`src/logic/fsp_pkg.sv`:
```
package fsp_pkg;

   ////////////////////////////////////////////////////////////////////////////////
   // clock and flash strobe timing
   localparam int CLK_NS       = 10;
   localparam int T_STROBE_NS  = 70;
   localparam int T_RECOVER_NS = 30;
   localparam int STROBE_CYC   = (T_STROBE_NS + CLK_NS - 1) / CLK_NS;
   localparam int RECOVER_CYC  = (T_RECOVER_NS + CLK_NS - 1) / CLK_NS;

   ////////////////////////////////////////////////////////////////////////////////
   // register word addresses
   localparam logic [2:0] REG_CTRL   = 3'h0;
   localparam logic [2:0] REG_ADDR   = 3'h1;
   localparam logic [2:0] REG_WDATA  = 3'h2;
   localparam logic [2:0] REG_LIMIT  = 3'h3;
   localparam logic [2:0] REG_STATUS = 3'h4;
   localparam logic [2:0] REG_RDATA  = 3'h5;

   localparam logic [15:0] LIMIT_RST = 16'h0400;

   // status register bit positions
   localparam int ST_BUSY      = 0;
   localparam int ST_DONE      = 1;
   localparam int ST_OK        = 2;
   localparam int ST_FAIL_LIM  = 3;
   localparam int ST_FAIL_TO   = 4;
   localparam int ST_SECT_TOG  = 5;

   ////////////////////////////////////////////////////////////////////////////////
   // commands written to the control register
   localparam logic [2:0] CMD_WRITE       = 3'h1;
   localparam logic [2:0] CMD_READ        = 3'h2;
   localparam logic [2:0] CMD_POLL_TOGGLE = 3'h3;
   localparam logic [2:0] CMD_POLL_DATA   = 3'h4;
   localparam logic [2:0] CMD_RESET       = 3'h5;

   localparam logic [7:0] RESET_BYTE = 8'hF0;

   // status byte bit positions
   localparam int COMPLETION_POLARITY_BIT = 7;
   localparam int TOGGLE_BIT_ONE          = 6;
   localparam int LIMIT_EXCEEDED_BIT      = 5;
   localparam int SECTOR_TOGGLE_BIT       = 2;

   typedef enum logic [2:0] {
      ST_IDLE, ST_WR, ST_RD, ST_RD_A, ST_RD_B, ST_EVAL, ST_FINAL, ST_RESET
   } fsp_state_t;

   typedef enum logic [1:0] {
      CY_IDLE, CY_STROBE, CY_RECOVER
   } fsp_cyc_t;

endpackage : fsp_pkg

```
`src/logic/fsp_bus_cycle.sv`:
```
`timescale 1ns/1ps
module fsp_bus_cycle #(
   parameter int STROBE  = fsp_pkg::STROBE_CYC,
   parameter int RECOVER = fsp_pkg::RECOVER_CYC
) (
   input  wire logic        i_clk,
   input  wire logic        i_rst_n,
   // request from the sequencer
   input  wire logic        i_req,
   input  wire logic        i_we,
   input  wire logic [18:0] i_addr,
   input  wire logic [7:0]  i_wdata,
   output logic             o_ack,
   output logic [7:0]       o_rdata,
   // flash pins
   output logic [18:0]      o_addr,
   output logic             o_ce_n,
   output logic             o_oe_n,
   output logic             o_we_n,
   input  wire logic [7:0]  i_dq,
   output logic [7:0]       o_dq,
   output logic             o_dq_oe_n
);

   if (STROBE < 1 || STROBE > 15 || RECOVER < 1 || RECOVER > 15) begin : g_chk
      $error("fsp_bus_cycle: strobe and recovery must be 1..15 cycles");
   end

   fsp_pkg::fsp_cyc_t cyc_q;
   logic [3:0]        cnt_q;
   logic              we_q;

   wire last_w = (cnt_q == 4'h1);

   always_ff @(posedge i_clk) begin
      if (!i_rst_n) begin
         cyc_q     <= fsp_pkg::CY_IDLE;
         cnt_q     <= 4'h0;
         we_q      <= 1'b0;
         o_ack     <= 1'b0;
         o_rdata   <= 8'h00;
         o_addr    <= 19'h00000;
         o_ce_n    <= 1'b1;
         o_oe_n    <= 1'b1;
         o_we_n    <= 1'b1;
         o_dq      <= 8'h00;
         o_dq_oe_n <= 1'b1;
      end else begin
         o_ack <= 1'b0;
         case (cyc_q)
            fsp_pkg::CY_IDLE: begin
               if (i_req) begin
                  cyc_q     <= fsp_pkg::CY_STROBE;
                  cnt_q     <= 4'(STROBE);
                  we_q      <= i_we;
                  o_addr    <= i_addr;
                  o_ce_n    <= 1'b0;
                  o_oe_n    <= i_we;
                  o_we_n    <= ~i_we;
                  o_dq      <= i_wdata;
                  o_dq_oe_n <= ~i_we;
               end
            end
            fsp_pkg::CY_STROBE: begin
               cnt_q <= cnt_q - 4'h1;
               if (last_w) begin
                  // data latches on the rising strobe; keep driving through recovery for hold
                  cyc_q  <= fsp_pkg::CY_RECOVER;
                  cnt_q  <= 4'(RECOVER);
                  o_ack  <= 1'b1;
                  o_ce_n <= 1'b1;
                  o_oe_n <= 1'b1;
                  o_we_n <= 1'b1;
                  if (!we_q) o_rdata <= i_dq;
               end
            end
            default: begin
               cnt_q <= cnt_q - 4'h1;
               if (last_w) begin
                  cyc_q     <= fsp_pkg::CY_IDLE;
                  o_dq_oe_n <= 1'b1;
               end
            end
         endcase
      end
   end

   // edges seen with chip enable low; strobe may exceed what a repetition can unroll
   logic [3:0] low_cnt_q;

   always_ff @(posedge i_clk) begin
      if (!i_rst_n) begin
         low_cnt_q <= 4'h0;
      end else if (!o_ce_n) begin
         low_cnt_q <= low_cnt_q + 4'h1;
      end else begin
         low_cnt_q <= 4'h0;
      end
   end
endmodule : fsp_bus_cycle

```
`src/logic/fsp_poll_ctrl.sv`:
```
`timescale 1ns/1ps
// Device behaviour this block relies on and host rules it follows
// RULE1 - device inverts bit 7 while programming
// RULE2 - same inversion for program during suspend
// RULE3 - host polls bit 7 at program address
// RULE4 - protected program target: status about 2 us
// RULE5 - erase reads 0, then 1 done/suspended
// RULE6 - host polls erase inside selected sector
// RULE7 - all erase sectors protected: status 100 us
// RULE8 - partly protected erase skips protected sectors
// RULE9 - take array data on the following read
// RULE10 - bit 7 status valid after last write
// RULE11 - toggle bit one flips every status read
// RULE12 - toggle bit valid including erase time-out
// RULE13 - all protected erase: toggle for 100 us
// RULE14 - protected program: toggle for 2 us
// RULE15 - toggle stops when erase suspends
// RULE16 - toggle during suspended program until done
// RULE17 - sector toggle flips inside selected sectors
// RULE18 - sector toggle valid after last write
// RULE19 - read twice; stable toggle means done
// RULE20 - toggling with limit bit: recheck, fail, reset
// RULE21 - resumed polling restarts at double read
// RULE22 - device sets limit bit on overrun
// RULE23 - reset is one write of F0
// RULE24 - host bounds polls, expiry means failure
module fsp_poll_ctrl (
   // clock and reset
   input  wire logic        I_MCLK,
   input  wire logic        I_RST_N,
   // avalon-mm slave
   input  wire logic [2:0]  I_AVS_ADDRESS,
   input  wire logic        I_AVS_READ,
   input  wire logic        I_AVS_WRITE,
   input  wire logic [31:0] I_AVS_WRITEDATA,
   output logic [31:0]      O_AVS_READDATA,
   output logic             O_AVS_WAITREQUEST,
   // flash pins
   output logic [18:0]      O_FL_ADDR,
   output logic             O_FL_CE_N,
   output logic             O_FL_OE_N,
   output logic             O_FL_WE_N,
   input  wire logic [7:0]  I_FL_DQ,
   output logic [7:0]       O_FL_DQ,
   output logic             O_FL_DQ_OE_N
);

   ////////////////////////////////////////////////////////////////////////////////
   // registers
   fsp_pkg::fsp_state_t state_q;
   logic [2:0]          cmd_q;
   logic [18:0]         addr_q;
   logic [7:0]          wdata_q;
   logic [15:0]         limit_q;
   logic [15:0]         polls_q;
   logic [7:0]          first_q;
   logic [7:0]          second_q;
   logic [7:0]          rdata_q;
   logic                recheck_q;
   logic                done_q;
   logic                ok_q;
   logic                fail_lim_q;
   logic                fail_to_q;
   logic                sect_tog_q;
   logic                rd_ack_q;

   logic                cyc_ack;
   logic [7:0]          cyc_rdata;

   ////////////////////////////////////////////////////////////////////////////////
   // decode
   wire busy_w      = (state_q != fsp_pkg::ST_IDLE);
   wire wr_ctrl_w   = I_AVS_WRITE && (I_AVS_ADDRESS == fsp_pkg::REG_CTRL) && !busy_w;
   wire toggle_md_w = (cmd_q == fsp_pkg::CMD_POLL_TOGGLE);
   wire poll_md_w   = toggle_md_w || (cmd_q == fsp_pkg::CMD_POLL_DATA);
   wire limit_w     = second_q[fsp_pkg::LIMIT_EXCEEDED_BIT];
   wire timeout_w   = (polls_q >= limit_q);
   // toggle mode: two reads agree; polarity mode: bit 7 shows the true value
   wire tog_still_w = (first_q[fsp_pkg::TOGGLE_BIT_ONE] ==
                       second_q[fsp_pkg::TOGGLE_BIT_ONE]);
   wire pol_true_w  = (second_q[fsp_pkg::COMPLETION_POLARITY_BIT] ==
                       wdata_q[fsp_pkg::COMPLETION_POLARITY_BIT]);
   wire finished_w  = toggle_md_w ? tog_still_w : pol_true_w;
   wire eval_w      = (state_q == fsp_pkg::ST_EVAL);
   wire sect_flip_w = (first_q[fsp_pkg::SECTOR_TOGGLE_BIT] !=
                       second_q[fsp_pkg::SECTOR_TOGGLE_BIT]);

   wire fsp_pkg::fsp_state_t again_w = toggle_md_w ? fsp_pkg::ST_RD_A : fsp_pkg::ST_RD_B;

   wire cyc_req_w = busy_w && !eval_w;
   wire cyc_we_w  = (state_q == fsp_pkg::ST_WR) || (state_q == fsp_pkg::ST_RESET);
   wire [7:0] cyc_wdata_w = (state_q == fsp_pkg::ST_RESET) ? fsp_pkg::RESET_BYTE : wdata_q;

   wire [31:0] status_w = {26'h0000000, sect_tog_q, fail_to_q, fail_lim_q, ok_q, done_q, busy_w};
   wire [31:0] rd_mux_w =
      (I_AVS_ADDRESS == fsp_pkg::REG_CTRL)   ? {29'h00000000, cmd_q} :
      (I_AVS_ADDRESS == fsp_pkg::REG_ADDR)   ? {13'h0000, addr_q} :
      (I_AVS_ADDRESS == fsp_pkg::REG_WDATA)  ? {24'h000000, wdata_q} :
      (I_AVS_ADDRESS == fsp_pkg::REG_LIMIT)  ? {16'h0000, limit_q} :
      (I_AVS_ADDRESS == fsp_pkg::REG_STATUS) ? status_w :
      (I_AVS_ADDRESS == fsp_pkg::REG_RDATA)  ? {24'h000000, rdata_q} : 32'h00000000;

   // reads take one wait state so read data comes from a flop
   assign O_AVS_WAITREQUEST = I_AVS_READ && !rd_ack_q;

   ////////////////////////////////////////////////////////////////////////////////
   // bus slave
   always_ff @(posedge I_MCLK) begin
      if (!I_RST_N) begin
         rd_ack_q       <= 1'b0;
         O_AVS_READDATA <= 32'h00000000;
         addr_q         <= 19'h00000;
         wdata_q        <= 8'h00;
         limit_q        <= fsp_pkg::LIMIT_RST;
      end else begin
         rd_ack_q <= I_AVS_READ && !rd_ack_q;
         if (I_AVS_READ && !rd_ack_q) O_AVS_READDATA <= rd_mux_w;
         // operands are frozen while an operation runs
         if (I_AVS_WRITE && !busy_w) begin
            if (I_AVS_ADDRESS == fsp_pkg::REG_ADDR)  addr_q  <= I_AVS_WRITEDATA[18:0];
            if (I_AVS_ADDRESS == fsp_pkg::REG_WDATA) wdata_q <= I_AVS_WRITEDATA[7:0];
            if (I_AVS_ADDRESS == fsp_pkg::REG_LIMIT) limit_q <= I_AVS_WRITEDATA[15:0];
         end
      end
   end

   ////////////////////////////////////////////////////////////////////////////////
   // sequencer
   always_ff @(posedge I_MCLK) begin
      if (!I_RST_N) begin
         state_q    <= fsp_pkg::ST_IDLE;
         cmd_q      <= 3'h0;
         polls_q    <= 16'h0000;
         first_q    <= 8'h00;
         second_q   <= 8'h00;
         rdata_q    <= 8'h00;
         recheck_q  <= 1'b0;
         done_q     <= 1'b0;
         ok_q       <= 1'b0;
         fail_lim_q <= 1'b0;
         fail_to_q  <= 1'b0;
         sect_tog_q <= 1'b0;
      end else begin
         case (state_q)
            fsp_pkg::ST_IDLE: begin
               if (wr_ctrl_w) begin
                  cmd_q      <= I_AVS_WRITEDATA[2:0];
                  polls_q    <= 16'h0000;
                  recheck_q  <= 1'b0;
                  done_q     <= 1'b0;
                  ok_q       <= 1'b0;
                  fail_lim_q <= 1'b0;
                  fail_to_q  <= 1'b0;
                  sect_tog_q <= 1'b0;
                  case (I_AVS_WRITEDATA[2:0])
                     fsp_pkg::CMD_WRITE:       state_q <= fsp_pkg::ST_WR;
                     fsp_pkg::CMD_READ:        state_q <= fsp_pkg::ST_RD;
                     fsp_pkg::CMD_POLL_TOGGLE: state_q <= fsp_pkg::ST_RD_A; // RULE19
                     fsp_pkg::CMD_POLL_DATA:   state_q <= fsp_pkg::ST_RD_B;
                     fsp_pkg::CMD_RESET:       state_q <= fsp_pkg::ST_RESET; // RULE23
                     default:                  state_q <= fsp_pkg::ST_IDLE;
                  endcase
               end
            end
            fsp_pkg::ST_RD_A: begin
               if (cyc_ack) begin
                  first_q <= cyc_rdata;
                  state_q <= fsp_pkg::ST_RD_B;
               end
            end
            fsp_pkg::ST_RD_B: begin
               if (cyc_ack) begin
                  second_q <= cyc_rdata;
                  state_q  <= fsp_pkg::ST_EVAL;
               end
            end
            fsp_pkg::ST_EVAL: begin
               if (toggle_md_w && sect_flip_w) sect_tog_q <= 1'b1;
               if (finished_w) begin
                  state_q <= fsp_pkg::ST_FINAL; // RULE9 RULE19
               end else if (limit_w) begin
                  if (recheck_q) begin
                     fail_lim_q <= 1'b1; // RULE20
                     state_q    <= fsp_pkg::ST_RESET;
                  end else begin
                     // toggling may have stopped just as the limit bit rose
                     recheck_q <= 1'b1; // RULE20
                     state_q   <= again_w;
                  end
               end else if (timeout_w) begin
                  fail_to_q <= 1'b1; // RULE24
                  state_q   <= fsp_pkg::ST_RESET;
               end else begin
                  polls_q <= polls_q + 16'h0001;
                  state_q <= again_w; // RULE21
               end
            end
            fsp_pkg::ST_WR: begin
               if (cyc_ack) begin
                  done_q  <= 1'b1;
                  ok_q    <= 1'b1;
                  state_q <= fsp_pkg::ST_IDLE;
               end
            end
            fsp_pkg::ST_RESET: begin
               if (cyc_ack) begin
                  done_q  <= 1'b1;
                  ok_q    <= !(fail_lim_q || fail_to_q);
                  state_q <= fsp_pkg::ST_IDLE;
               end
            end
            default: begin
               // plain read and the array read after a finished poll
               if (cyc_ack) begin
                  rdata_q <= cyc_rdata; // RULE9
                  done_q  <= 1'b1;
                  ok_q    <= 1'b1;
                  state_q <= fsp_pkg::ST_IDLE;
               end
            end
         endcase
      end
   end

   ////////////////////////////////////////////////////////////////////////////////
   // flash bus cycles; every poll read uses the programmed or erasing address
   fsp_bus_cycle #(
      .STROBE  (fsp_pkg::STROBE_CYC),
      .RECOVER (fsp_pkg::RECOVER_CYC)
   ) u_cycle (
      .i_clk     (I_MCLK),
      .i_rst_n   (I_RST_N),
      .i_req     (cyc_req_w),
      .i_we      (cyc_we_w),
      .i_addr    (addr_q), // RULE3 RULE6
      .i_wdata   (cyc_wdata_w),
      .o_ack     (cyc_ack),
      .o_rdata   (cyc_rdata),
      .o_addr    (O_FL_ADDR),
      .o_ce_n    (O_FL_CE_N),
      .o_oe_n    (O_FL_OE_N),
      .o_we_n    (O_FL_WE_N),
      .i_dq      (I_FL_DQ),
      .o_dq      (O_FL_DQ),
      .o_dq_oe_n (O_FL_DQ_OE_N)
   );
endmodule : fsp_poll_ctrl

```
`config.mk`:
```
export PLATFORM = sky130hd
export DESIGN_NAME = fsp_poll_ctrl
export DESIGN_NICKNAME = d
export VERILOG_FILES = /design/src/logic/fsp_pkg.sv /design/src/logic/fsp_bus_cycle.sv /design/src/logic/fsp_poll_ctrl.sv
export SDC_FILE = /design/constraint.sdc
export NUM_CORES = 1
export LEC_CHECK = 0
export BUFFER_PORTS_ARGS = -buffer_cell sky130_fd_sc_hd__buf_4
export CORE_MARGIN = 2
export CORE_UTILIZATION = 28
export CTS_CLUSTER_SIZE = 14
export DETAILED_ROUTE_END_ITERATION = 6
export GPL_ROUTABILITY_DRIVEN = 0
export PLACE_DENSITY = 0.45
export SYNTH_ARGS = -nofsm -noshare
export SYNTH_HDL_FRONTEND = slang
export SYNTH_SLANG_ARGS = --single-unit
```
`constraint.sdc`:
```
create_clock -name I_MCLK -period 4.9 [get_ports I_MCLK]
set_clock_uncertainty 0.1 [all_clocks]
set_input_delay 0.735 -clock I_MCLK [delete_from_list [all_inputs] [get_ports I_MCLK]]
set_output_delay 0.735 -clock I_MCLK [all_outputs]
set_load 0.01 [all_outputs]
```
==> metrics.txt, run 1 <==
wire length on met2 9560 µm; die outline width 162 µm; FF-to-FF path depth 8; post-layout minimum cycle time 2.91 ns; total core area 0.0245 mm²; Final Hold Fails 0; EDFF count, synth 0; critical path class reg2reg; Initial Util 0.287; RSZ-0062 raised after global routing false; placed wire-length estimate 14200 µm; dominant synthesized flop cell dfxtp_1; cell count after synthesis 824; clk sinks 152; Worst setup SP type register; synth warn 0; flops & latches, synth 152; clk root buf clkbuf_16; Setup Fix Bufs, Post-CTS 0; CP Data Arrival Time 3.17 ns; Rows 57; post-synthesis cell area 0.00702 mm²; final setup violation count 0; Vias 5870; Pre-antenna DRT Iters 7; MaxCap Viol Count 0; # fillers 2572; drc violations 0; Total Nets Final 952; commonest non-fill, non-tap cell in the layout dfxtp_1; P&R area growth vs syn 20.1%; area of the multi-input gates 0.00362 mm²; cts bufs inserted 17; WL met1 9700 µm; Fin Setup TNS 0 ns; met3 wire len 704 µm; Max Fclk 343 MHz; drt wl/cell 16.5 µm; Syn Area/Cell 8.52 µm²; Routed Antenna Nets 0; fin crit share 0.594; post-synth cell types 68; commonest non-fill, non-tap cells in the layout dfxtp_1, nand2_1, nor2_1, buf_4, a21oi_1; first-pass GRT wire length 32200 µm; largest net degree at the start of global routing 63; sequential share of the synthesized area 0.434; cell count of the worst hold path 2; asr flop ratio synth 0; CP Capture Type register; Port Buffers 84; Post-Route WL 20100 µm; Bufs on Longest Clock Path 2; Hold-fix buffers, CTS 0; drt initial violations 338; CTS clock-pin slew for the worst setup and hold paths 0.07 ns; GRT Overall Usage 0.157; Tot Pwr 2.74 mW; outcome complete, no violations; # IOs 111; Die H 162 µm; initial antenna violation count 0; worst relative slew slack 0.248; Sequential Area 0.00304 mm²; Lkg Pwr 3.15 nW; worst-path fanout max 32; final slew viol count 0; total die area 0.0264 mm²; Hold Crit Class reg2reg; # H-tree levels 4; Resized cells post-CTS 0; n_diodes 0; Worst-Margin Slew 1.12 ns; peak supply drop 0.000191 V; share of layout cells above drive strength 1 0.177; CP required 5.16 ns; Highest Signal Layer met4; CTS tree built; vias in the first global route 5699; clk_lat worst skew 0.43 ns; Cell Pwr Density 325 mW/mm²; vias per std cell 4.81; global route overflow 0
[worst paths after layout]
| check | from | endpoint | slack, ns |
|---|---|---|---|
| worst max-delay path | limit_q[13] | polls_q[15] | 1.99 |
| worst min-delay path | addr_q[13] | u_cycle.o_addr[13] | 0.36 |
| worst max register to register | limit_q[13] | polls_q[15] | 1.99 |
| worst min register to register | addr_q[13] | u_cycle.o_addr[13] | 0.36 |
[cells in the mapped netlist (2+ instances only)]
cell | n | share of area
nand3b_1 | 3 | 0.0032
xor2_1 | 3 | 0.0037
buf_2 | 10 | 0.0071
mux2_2 | 13 | 0.021
or3_1 | 5 | 0.0045
nand3_1 | 22 | 0.016
o221ai_1 | 4 | 0.0050
a22oi_1 | 10 | 0.011
nor2_1 | 100 | 0.053
o22ai_1 | 2 | 0.0018
o21ai_0 | 27 | 0.019
a211oi_1 | 2 | 0.0021
dfxtp_1 | 152 | 0.43
o211ai_1 | 5 | 0.0053
o31ai_1 | 11 | 0.012
nor3_2 | 3 | 0.0043
a221o_1 | 3 | 0.0043
buf_4 | 17 | 0.018
buf_1 | 8 | 0.0043
or4_1 | 10 | 0.011
nand4_1 | 6 | 0.0053
nor4_2 | 2 | 0.0036
and2_1 | 2 | 0.0018
nand2b_1 | 4 | 0.0036
a21oi_1 | 89 | 0.063
nand2_1 | 112 | 0.060
or2_2 | 4 | 0.0036
nor3_1 | 17 | 0.012
inv_1 | 26 | 0.014
o22a_1 | 2 | 0.0025
and3_1 | 2 | 0.0018
ha_1 | 21 | 0.037
nor2b_1 | 7 | 0.0062
clkbuf_1 | 27 | 0.014
o21bai_1 | 2 | 0.0021
nor4_1 | 2 | 0.0018
mux2i_1 | 57 | 0.081
a21o_1 | 2 | 0.0021
[per-stage QoR]
step	setup WS, ns	hold WS (ns)	utilization	instances	cell area (µm²)
floorplan	2.39	0.342	-	836	7060
CTS	1.96	0.358	0.345	1221	8430
finish	1.99	0.356	0.345	1221	8430
detailed placement	1.92	0.346	0.321	1189	7860
global route	1.72	0.370	0.345	1221	8430
global placement	1.93	0.345	0.321	1189	7860
[power by group]
group,total (mW),switching [mW],internal [mW]
Sequential,1.27,0.0143,1.25
Clock,1.29,0.581,0.710
Combinational,0.181,0.112,0.0686
Total,2.74,0.707,2.03
[area by class of cell]
class                           count  share of cell area
Inverter                           27              0.0122
Multi-Input combinational cell    594               0.429
Clock buffer                       17              0.0505
Timing Repair Buffer               92              0.0819
Tap cell                          324              0.0481
Sequential cell                   152               0.361
Clock inverter                     15              0.0172
[metal layers]
metal,GRT usage,up-vias
met3,0.0295,11
met4,0.0398,0
met5,0,-
li1,-,2975
met1,0.213,2775
met2,0.258,109
[kinds of logic after synthesis]
logic type,synth area share
AND/OR/NAND/NOR,0.207
XOR/XNOR,0.00374
AO/OA/AOI/OAI,0.153
flip-flops,0.434
multiplexers,0.105
other,0.000534
adder cells (fa/ha/maj),0.0374
buffers and inverters,0.0601
[worst max-delay path, cell delays in order, from the launching register on]
cell and delay [ns]:
dfxtp_1 0.35, inv_1 0.07, ha_1 0.32, a211oi_2 0.23, nor2_1 0.08, nor4_2 0.35, o211ai_2 0.53, or4_4 0.68
a21oi_2 0.13
[sequential cells by signal, summed over array words and instances (netlist names), 2 cells and up]
| signal | flops |
|---|---|
| O_AVS_READDATA | 19 |
| addr_q | 19 |
| cmd_q | 3 |
| first_q | 2 |
| limit_q | 16 |
| polls_q | 16 |
| rdata_q | 8 |
| second_q | 4 |
| state_q | 3 |
| u_cycle.cnt_q | 4 |
| u_cycle.cyc_q | 2 |
| u_cycle.o_addr | 19 |
| u_cycle.o_dq | 8 |
| u_cycle.o_rdata | 8 |
| wdata_q | 8 |
Note: power is estimated with default switching activity, not from simulation.
==> inputs of run 2 (changes only) <==
Settings changed: ABC_AREA set to 1, PLACE_DENSITY 0.45 to 0.47.
Clock period 4.9 ns to 2.5 ns, I/O delays scaled along.
==> run 2 against run 1 <==
Effect of this change: clock-buffer cell count unchanged; flip-flop and latch count stayed put; worst setup slack worse by 1.8 ns; hold slack worse by 0.30 ns; highest routed layer unchanged; combinational power rose to 4.3 times the previous value; critical path type unchanged; clock power increased by 120%; critical path depth grew 8; power is 130% higher; synthesized cell count up 12%.
==> metrics.txt, run 2 <==
flop2flop setup slack 0.23 ns; met1 Track Usage GR 0.212; GR met3 Demand/Resource 0.0331; MaxCap Viol Count 0; Max stage delay on crit path 0.32 ns; Die H 160 µm; CP Data Arrival Time 2.50 ns; Worst path slowest cell ha_1; endpoint with the worst hold slack u_cycle.o_rdata[7]; Psw 1.73 mW; fin crit share 0.910; total core area 0.0242 mm²; Vias 6112; Tot Pwr 6.18 mW; final setup violation count 0; Rows 57; Cell Pwr Density 729 mW/mm²; Max Fclk 440 MHz; Sw Share 0.279; Placed Cells incl. Taps 1318; FF-to-FF path depth 16; cell taking the most area after synthesis dfxtp_1; Routed Antenna Nets 0; die outline width 160 µm; placed cell area 0.00786 mm²; drt wl/cell 14.5 µm; Final Hold Fails 0; largest registers O_AVS_READDATA: 19 flops, addr_q: 19 flops, u_cycle.o_addr: 19 flops; post-synth top area share 0.444; combinational power share 0.126; flops & latches, synth 152; initial antenna violation count 0; dominant cell by count in the synthesized netlist dfxtp_1; synth cell count leaders dfxtp_1, nand2_1, nor2_1, a21oi_1, o21ai_0; n_diodes 0; # fillers 2601; drc violations 0; post-synthesis cell area 0.00686 mm²; asr flop ratio synth 0; critical path class reg2reg; commonest non-fill, non-tap cell in the layout dfxtp_1; fin util 0.351; Hold Crit Class in2reg; Total Nets Final 1081; global route overflow 0; Port Buffers 84; clk root buf clkbuf_16; Non-Filler Instances 1350; drt initial violations 309; clk_lat worst skew 0.43 ns; post-synthesis mux area share 0; final hold slack 0.0597 ns; cts bufs inserted 17; total die area 0.0258 mm²; CTS tree built; Fin Setup TNS 0 ns; GR Util met2 0.251; Post-Route WL 19600 µm; r2r startpoint limit_q[7]; clk sinks 152; CP required 2.72 ns; dominant synthesized flop cell dfxtp_1; Int Pwr 4.46 mW; EDFF count, synth 0; sequential share of the synthesized area 0.444; share of layout cells above drive strength 1 0.168; post-route design area 0.00849 mm²; Compound-Gate Fraction of Synth Area 0.207; placed wire-length estimate 14300 µm; synth warn 0; outcome complete, no violations; Post-Synth XOR/XNOR Area 0.0115; sequential power share 0.425; cell count of the worst hold path 3; Worst-Margin Slew 0.716 ns; final setup margin 0.225 ns; Syn Area/Cell 7.44 µm²; top cells by area, synth dfxtp_1, a21oi_1, nand2_1; Synth Area in Adders 0.0383; Pre-antenna DRT Iters 6; Crit path top cell by count nand2_1; CP Capture Type register; post-layout minimum cycle time 2.27 ns; Post-Synth Simple-Gate Area 0.210; largest net degree at the start of global routing 55; CP bufs+invs 2; commonest non-fill, non-tap cells in the layout dfxtp_1, nand2_1, nor2_1, a21oi_1; # IOs 111; post-synth cell types 39; CP Cell Sequence inv_1 > ha_1 > nand2_1 > inv_1 > nand2_1 > nor2_1 > nor2_1 > nand2_1 > nand2_1 > nand2_1 > nand2_1 > nand3_4 > nor2_1 > nand3_1 > nand2_1 > nor2_1; Lkg Pwr 3.50 nW; main combinational cell family by area after synthesis simple AND/OR/NAND/NOR gates; CTS clock-pin slew for the worst setup and hold paths 0.07 ns; final slew viol count 0; HP Start I_FL_DQ[7]; clock share of power 0.449; worst-path fanout max 16; RSZ-0062 raised after global routing false; vias per std cell 4.53; worst setup path startpoint limit_q[7]; Worst setup SP type register; RR Endpoint polls_q[13]; vias in the first global route 5758; cell count after synthesis 921; P&R area growth vs syn 23.8%; GRT Overall Usage 0.156; # H-tree levels 4; Bufs on Longest Clock Path 2; Setup Fix Bufs, Post-CTS 0; Initial Util 0.284; first-pass GRT wire length 31600 µm; worst relative slew slack 0.522; delay-heaviest family, CP simple AND/OR/NAND/NOR gates; pre-CTS setup slack 0.228 ns; busiest grt layer met2; peak supply drop 0.000415 V
## run 2: cell count changes after synthesis, moves of 13 or more
cell / previous run / this run
o21ai_0: 27 / 108
mux2i_1: 57 / 0
inv_1: 26 / 78
nand2_1: 112 / 145
a21oi_1: 89 / 117
nor2_1: 100 / 126
mux2_2: 13 / 0
## run 2: area by class of cell
| cell class | count | area [µm²] | area share |
|---|---|---|---|
| multi-input combinational | 642 | 3250 | 0.383 |
| sequential | 152 | 3040 | 0.359 |
| timing repair buffer | 108 | 811 | 0.0955 |
| clock buffer | 17 | 425 | 0.0501 |
| tap | 324 | 405 | 0.0478 |
| inverter | 92 | 353 | 0.0416 |
| clock inverter | 15 | 199 | 0.0234 |
## run 2: cells by family after synthesis
kind of cell | after synthesis
simple gates | 333
compound gates | 266
flops | 152
buf+inv | 139
fa+ha+maj | 21
xor+xnor | 9
other cells | 1
## run 2: how the worst max path moves through the flow
stage / endpoint / slack (ns) / depth (start not counted)
floorplan: polls_q[3] / 0.68 / 16
global placement: polls_q[6] / 0.25 / 15
detailed placement: polls_q[13] / 0.23 / 16
CTS: polls_q[6] / 0.23 / 15
global route: polls_q[13] / 0.001 / 16
finish: polls_q[13] / 0.23 / 16
## run 2: layer usage
metal	up-vias	part of all wire
met2	102	0.46
li1	3215	-
met1	2774	0.49
met3	21	0.034
met5	-	0
met4	0	0.015
## run 2: timing repair
item	4_1_cts	5_1_grt
setup endpoints to repair	0	5
resized for setup	0	1
hold buffers	0	0
## run 2: power by group through the flow
stage          clock [mW]  combinational, mW  sequential [mW]
6_report             2.78              0.781             2.63
5_1_grt              2.95              0.876             2.64
4_1_cts              2.83              0.788             2.63
3_5_place_dp            0              0.782             2.68
3_3_place_gp            0              0.778             2.68
2_1_floorplan           0              0.488             2.69
## run 2: worst register-to-register path, stage by stage (launching register included)
cell	delay (ns)
dfxtp_1	0.31
inv_1	0.09
ha_1	0.32
nand2_1	0.06
inv_1	0.05
nand2_1	0.07
nor2_1	0.05
nor2_1	0.07
nand2_1	0.06
nand2_1	0.05
nand2_1	0.13
nand2_1	0.16
nand3_4	0.22
nor2_1	0.24
nand3_1	0.09
nand2_1	0.07
nor2_1	0.04
==> inputs of run 3 (changes only) <==
==> constraint.sdc (replaced) <==
create_clock -name I_MCLK -period 2.5 [get_ports I_MCLK]
set_clock_uncertainty 0.1 [all_clocks]
set_input_delay 0.25 -clock I_MCLK [delete_from_list [all_inputs] [get_ports I_MCLK]]
set_output_delay 0.25 -clock I_MCLK [all_outputs]
set_load 0.01 [all_outputs]
==> run 3 against run 2 <==
Effect of this change: design area is 1.8% higher; combinational power is 4.5% higher; power is 5.7% lower; clock-buffer cell count is 2 higher; hold slack worse by 0.049 ns; die area stayed put; largest cell class unchanged.
==> metrics.txt, run 3 (synthesis results as in run 2) <==
# H-tree levels 4; Crit path top cell by count nand2_1; final slew viol count 0; GRT Overall Usage 0.153; clk_lat worst skew 0.43 ns; cts bufs inserted 17; commonest non-fill, non-tap cell in the layout dfxtp_1; vias in the first global route 5793; MaxCap Viol Count 0; RSZ-0062 raised after global routing false; global route overflow 0; worst-path fanout max 15; CP Cell Sequence inv_1 > ha_1 > nand2_1 > inv_1 > nand2_1 > nor2_1 > nor2_1 > nand2_1 > nand2_1 > nand2_1 > nand2_1 > nand3_4 > inv_6 > nand3_1 > a21oi_1; Critical Path Sink polls_q[6]; CP Data Arrival Time 2.41 ns; outcome complete, no violations; total die area 0.0258 mm²; r2r startpoint limit_q[5]; total core area 0.0242 mm²; Max Fclk 464 MHz; RR Endpoint polls_q[6]; worst relative slew slack 0.472; placed cell area 0.00785 mm²; drc violations 0; Die H 160 µm; Max stage delay on crit path 0.33 ns; fin crit share 0.862; # fillers 2585; Placed Cells incl. Taps 1317; P&R area growth vs syn 26.0%; Hold Crit Class in2reg; placed wire-length estimate 14200 µm; die outline width 160 µm; Routed Antenna Nets 0; clk sinks 152; critical path class reg2reg; Non-Filler Instances 1372; post-route design area 0.00864 mm²; share of layout cells above drive strength 1 0.164; clk root buf clkbuf_16; Fin Setup TNS 0 ns; drt wl/cell 14.2 µm; Port Buffers 84; initial antenna violation count 0; Lkg Pwr 3.56 nW; drt initial violations 357; Int Pwr 4.18 mW; Worst setup SP type register; final setup violation count 0; CTS clock-pin slew for the worst setup and hold paths 0.06 ns; worst setup path startpoint limit_q[5]; Tot Pwr 5.83 mW; Worst path slowest cell dfxtp_1; # IOs 111; Sw Share 0.284; first-pass GRT wire length 31100 µm; Bufs on Longest Clock Path 2; clock share of power 0.409; Psw 1.65 mW; commonest non-fill, non-tap cells in the layout dfxtp_1, nand2_1, nor2_1, a21oi_1, o21ai_0; CP required 2.76 ns; post-layout minimum cycle time 2.16 ns; Final Hold Fails 0; CTS tree built; Initial Util 0.284; Post-Route WL 19500 µm; n_diodes 0; largest registers O_AVS_READDATA: 19 flops, addr_q: 19 flops, u_cycle.o_addr: 19 flops; Rows 57; Total Nets Final 1103; flop2flop setup slack 0.34 ns; FF-to-FF path depth 15; peak supply drop 0.000442 V; CP Capture Type register; largest net degree at the start of global routing 89; sequential power share 0.451; Vias 6184; vias per std cell 4.51; Cell Pwr Density 675 mW/mm²; Worst-Margin Slew 0.792 ns; combinational power share 0.140; Pre-antenna DRT Iters 5
[run 3: cell count changes in the layout (fill, tap and decap cells not counted), sizes merged]
| cell | previous run | this run |
|---|---|---|
| bufinv | 3 | 0 |
| clkbuf | 17 | 19 |
| clkinv | 3 | 10 |
| clkinvlp | 1 | 3 |
| dlygate4sd3 | 0 | 22 |
| inv | 100 | 92 |
[run 3: layer usage]
| metal | vias to the layer above | wire [µm] | GRT usage | part of all wire |
|---|---|---|---|---|
| met5 | - | 0 | 0 | 0 |
| met4 | 0 | 212 | 0.0369 | 0.011 |
| met3 | 16 | 731 | 0.0323 | 0.037 |
| met2 | 118 | 9020 | 0.252 | 0.46 |
| met1 | 2787 | 9570 | 0.206 | 0.49 |
| li1 | 3263 | - | - | - |
[run 3: final cells by class]
type | count | area (µm²) | share of cell area
Tap cell | 324 | 405 | 0.0469
Inverter | 92 | 353 | 0.0408
Multi-Input combinational cell | 642 | 3250 | 0.376
Sequential cell | 152 | 3040 | 0.352
Timing Repair Buffer | 130 | 1040 | 0.121
Clock inverter | 13 | 98.8 | 0.0114
Clock buffer | 19 | 443 | 0.0513
[run 3: worst min path at each step]
stage                           to                start  cells after the start
floorplan              limit_q[10]  I_AVS_WRITEDATA[10]                      2
global placement    u_cycle.o_ce_n       u_cycle.o_ce_n                      2
global route             addr_q[6]   I_AVS_WRITEDATA[6]                      3
CTS                     wdata_q[6]   I_AVS_WRITEDATA[6]                      3
finish                   addr_q[6]   I_AVS_WRITEDATA[6]                      3
detailed placement  u_cycle.o_ce_n       u_cycle.o_ce_n                      2
[run 3: per-stage QoR]
| step | worst slack [ns] | utilization | hold WS [ns] |
|---|---|---|---|
| floorplan | 0.681 | - | 0.276 |
| global placement | 0.249 | 0.325 | 0.340 |
| detailed placement | 0.226 | 0.325 | 0.340 |
| CTS | 0.217 | 0.356 | 0.000192 |
| global route | 0.0846 | 0.357 | 0.00748 |
| finish | 0.344 | 0.357 | 0.0111 |
[run 3: timing repair]
action,CTS,global route
setup buffers,0,1
hold endpoints to repair,26,0
hold buffers,22,0
setup endpoints to repair,0,5
gates resized for setup,0,2
[run 3: worst max-delay path: cells and delay by family (launching register included)]
| family | cells | cell delay [ns] |
|---|---|---|
| buffers and inverters | 3 | 0.25 |
| AO/OA/AOI/OAI | 1 | 0.15 |
| AND/OR/NAND/NOR | 10 | 0.93 |
| adder cells (fa/ha/maj) | 1 | 0.31 |
| flip-flops | 1 | 0.33 |
[run 3: power by group through the flow]
stage                     clock (mW)  combinational, mW  sequential [mW]
after CTS                       2.46              0.815             2.63
after floorplan                    0              0.488             2.69
after detailed placement           0              0.784             2.68
after global routing            2.55              0.913             2.64
after global placement             0              0.779             2.68
final                           2.39              0.816             2.63
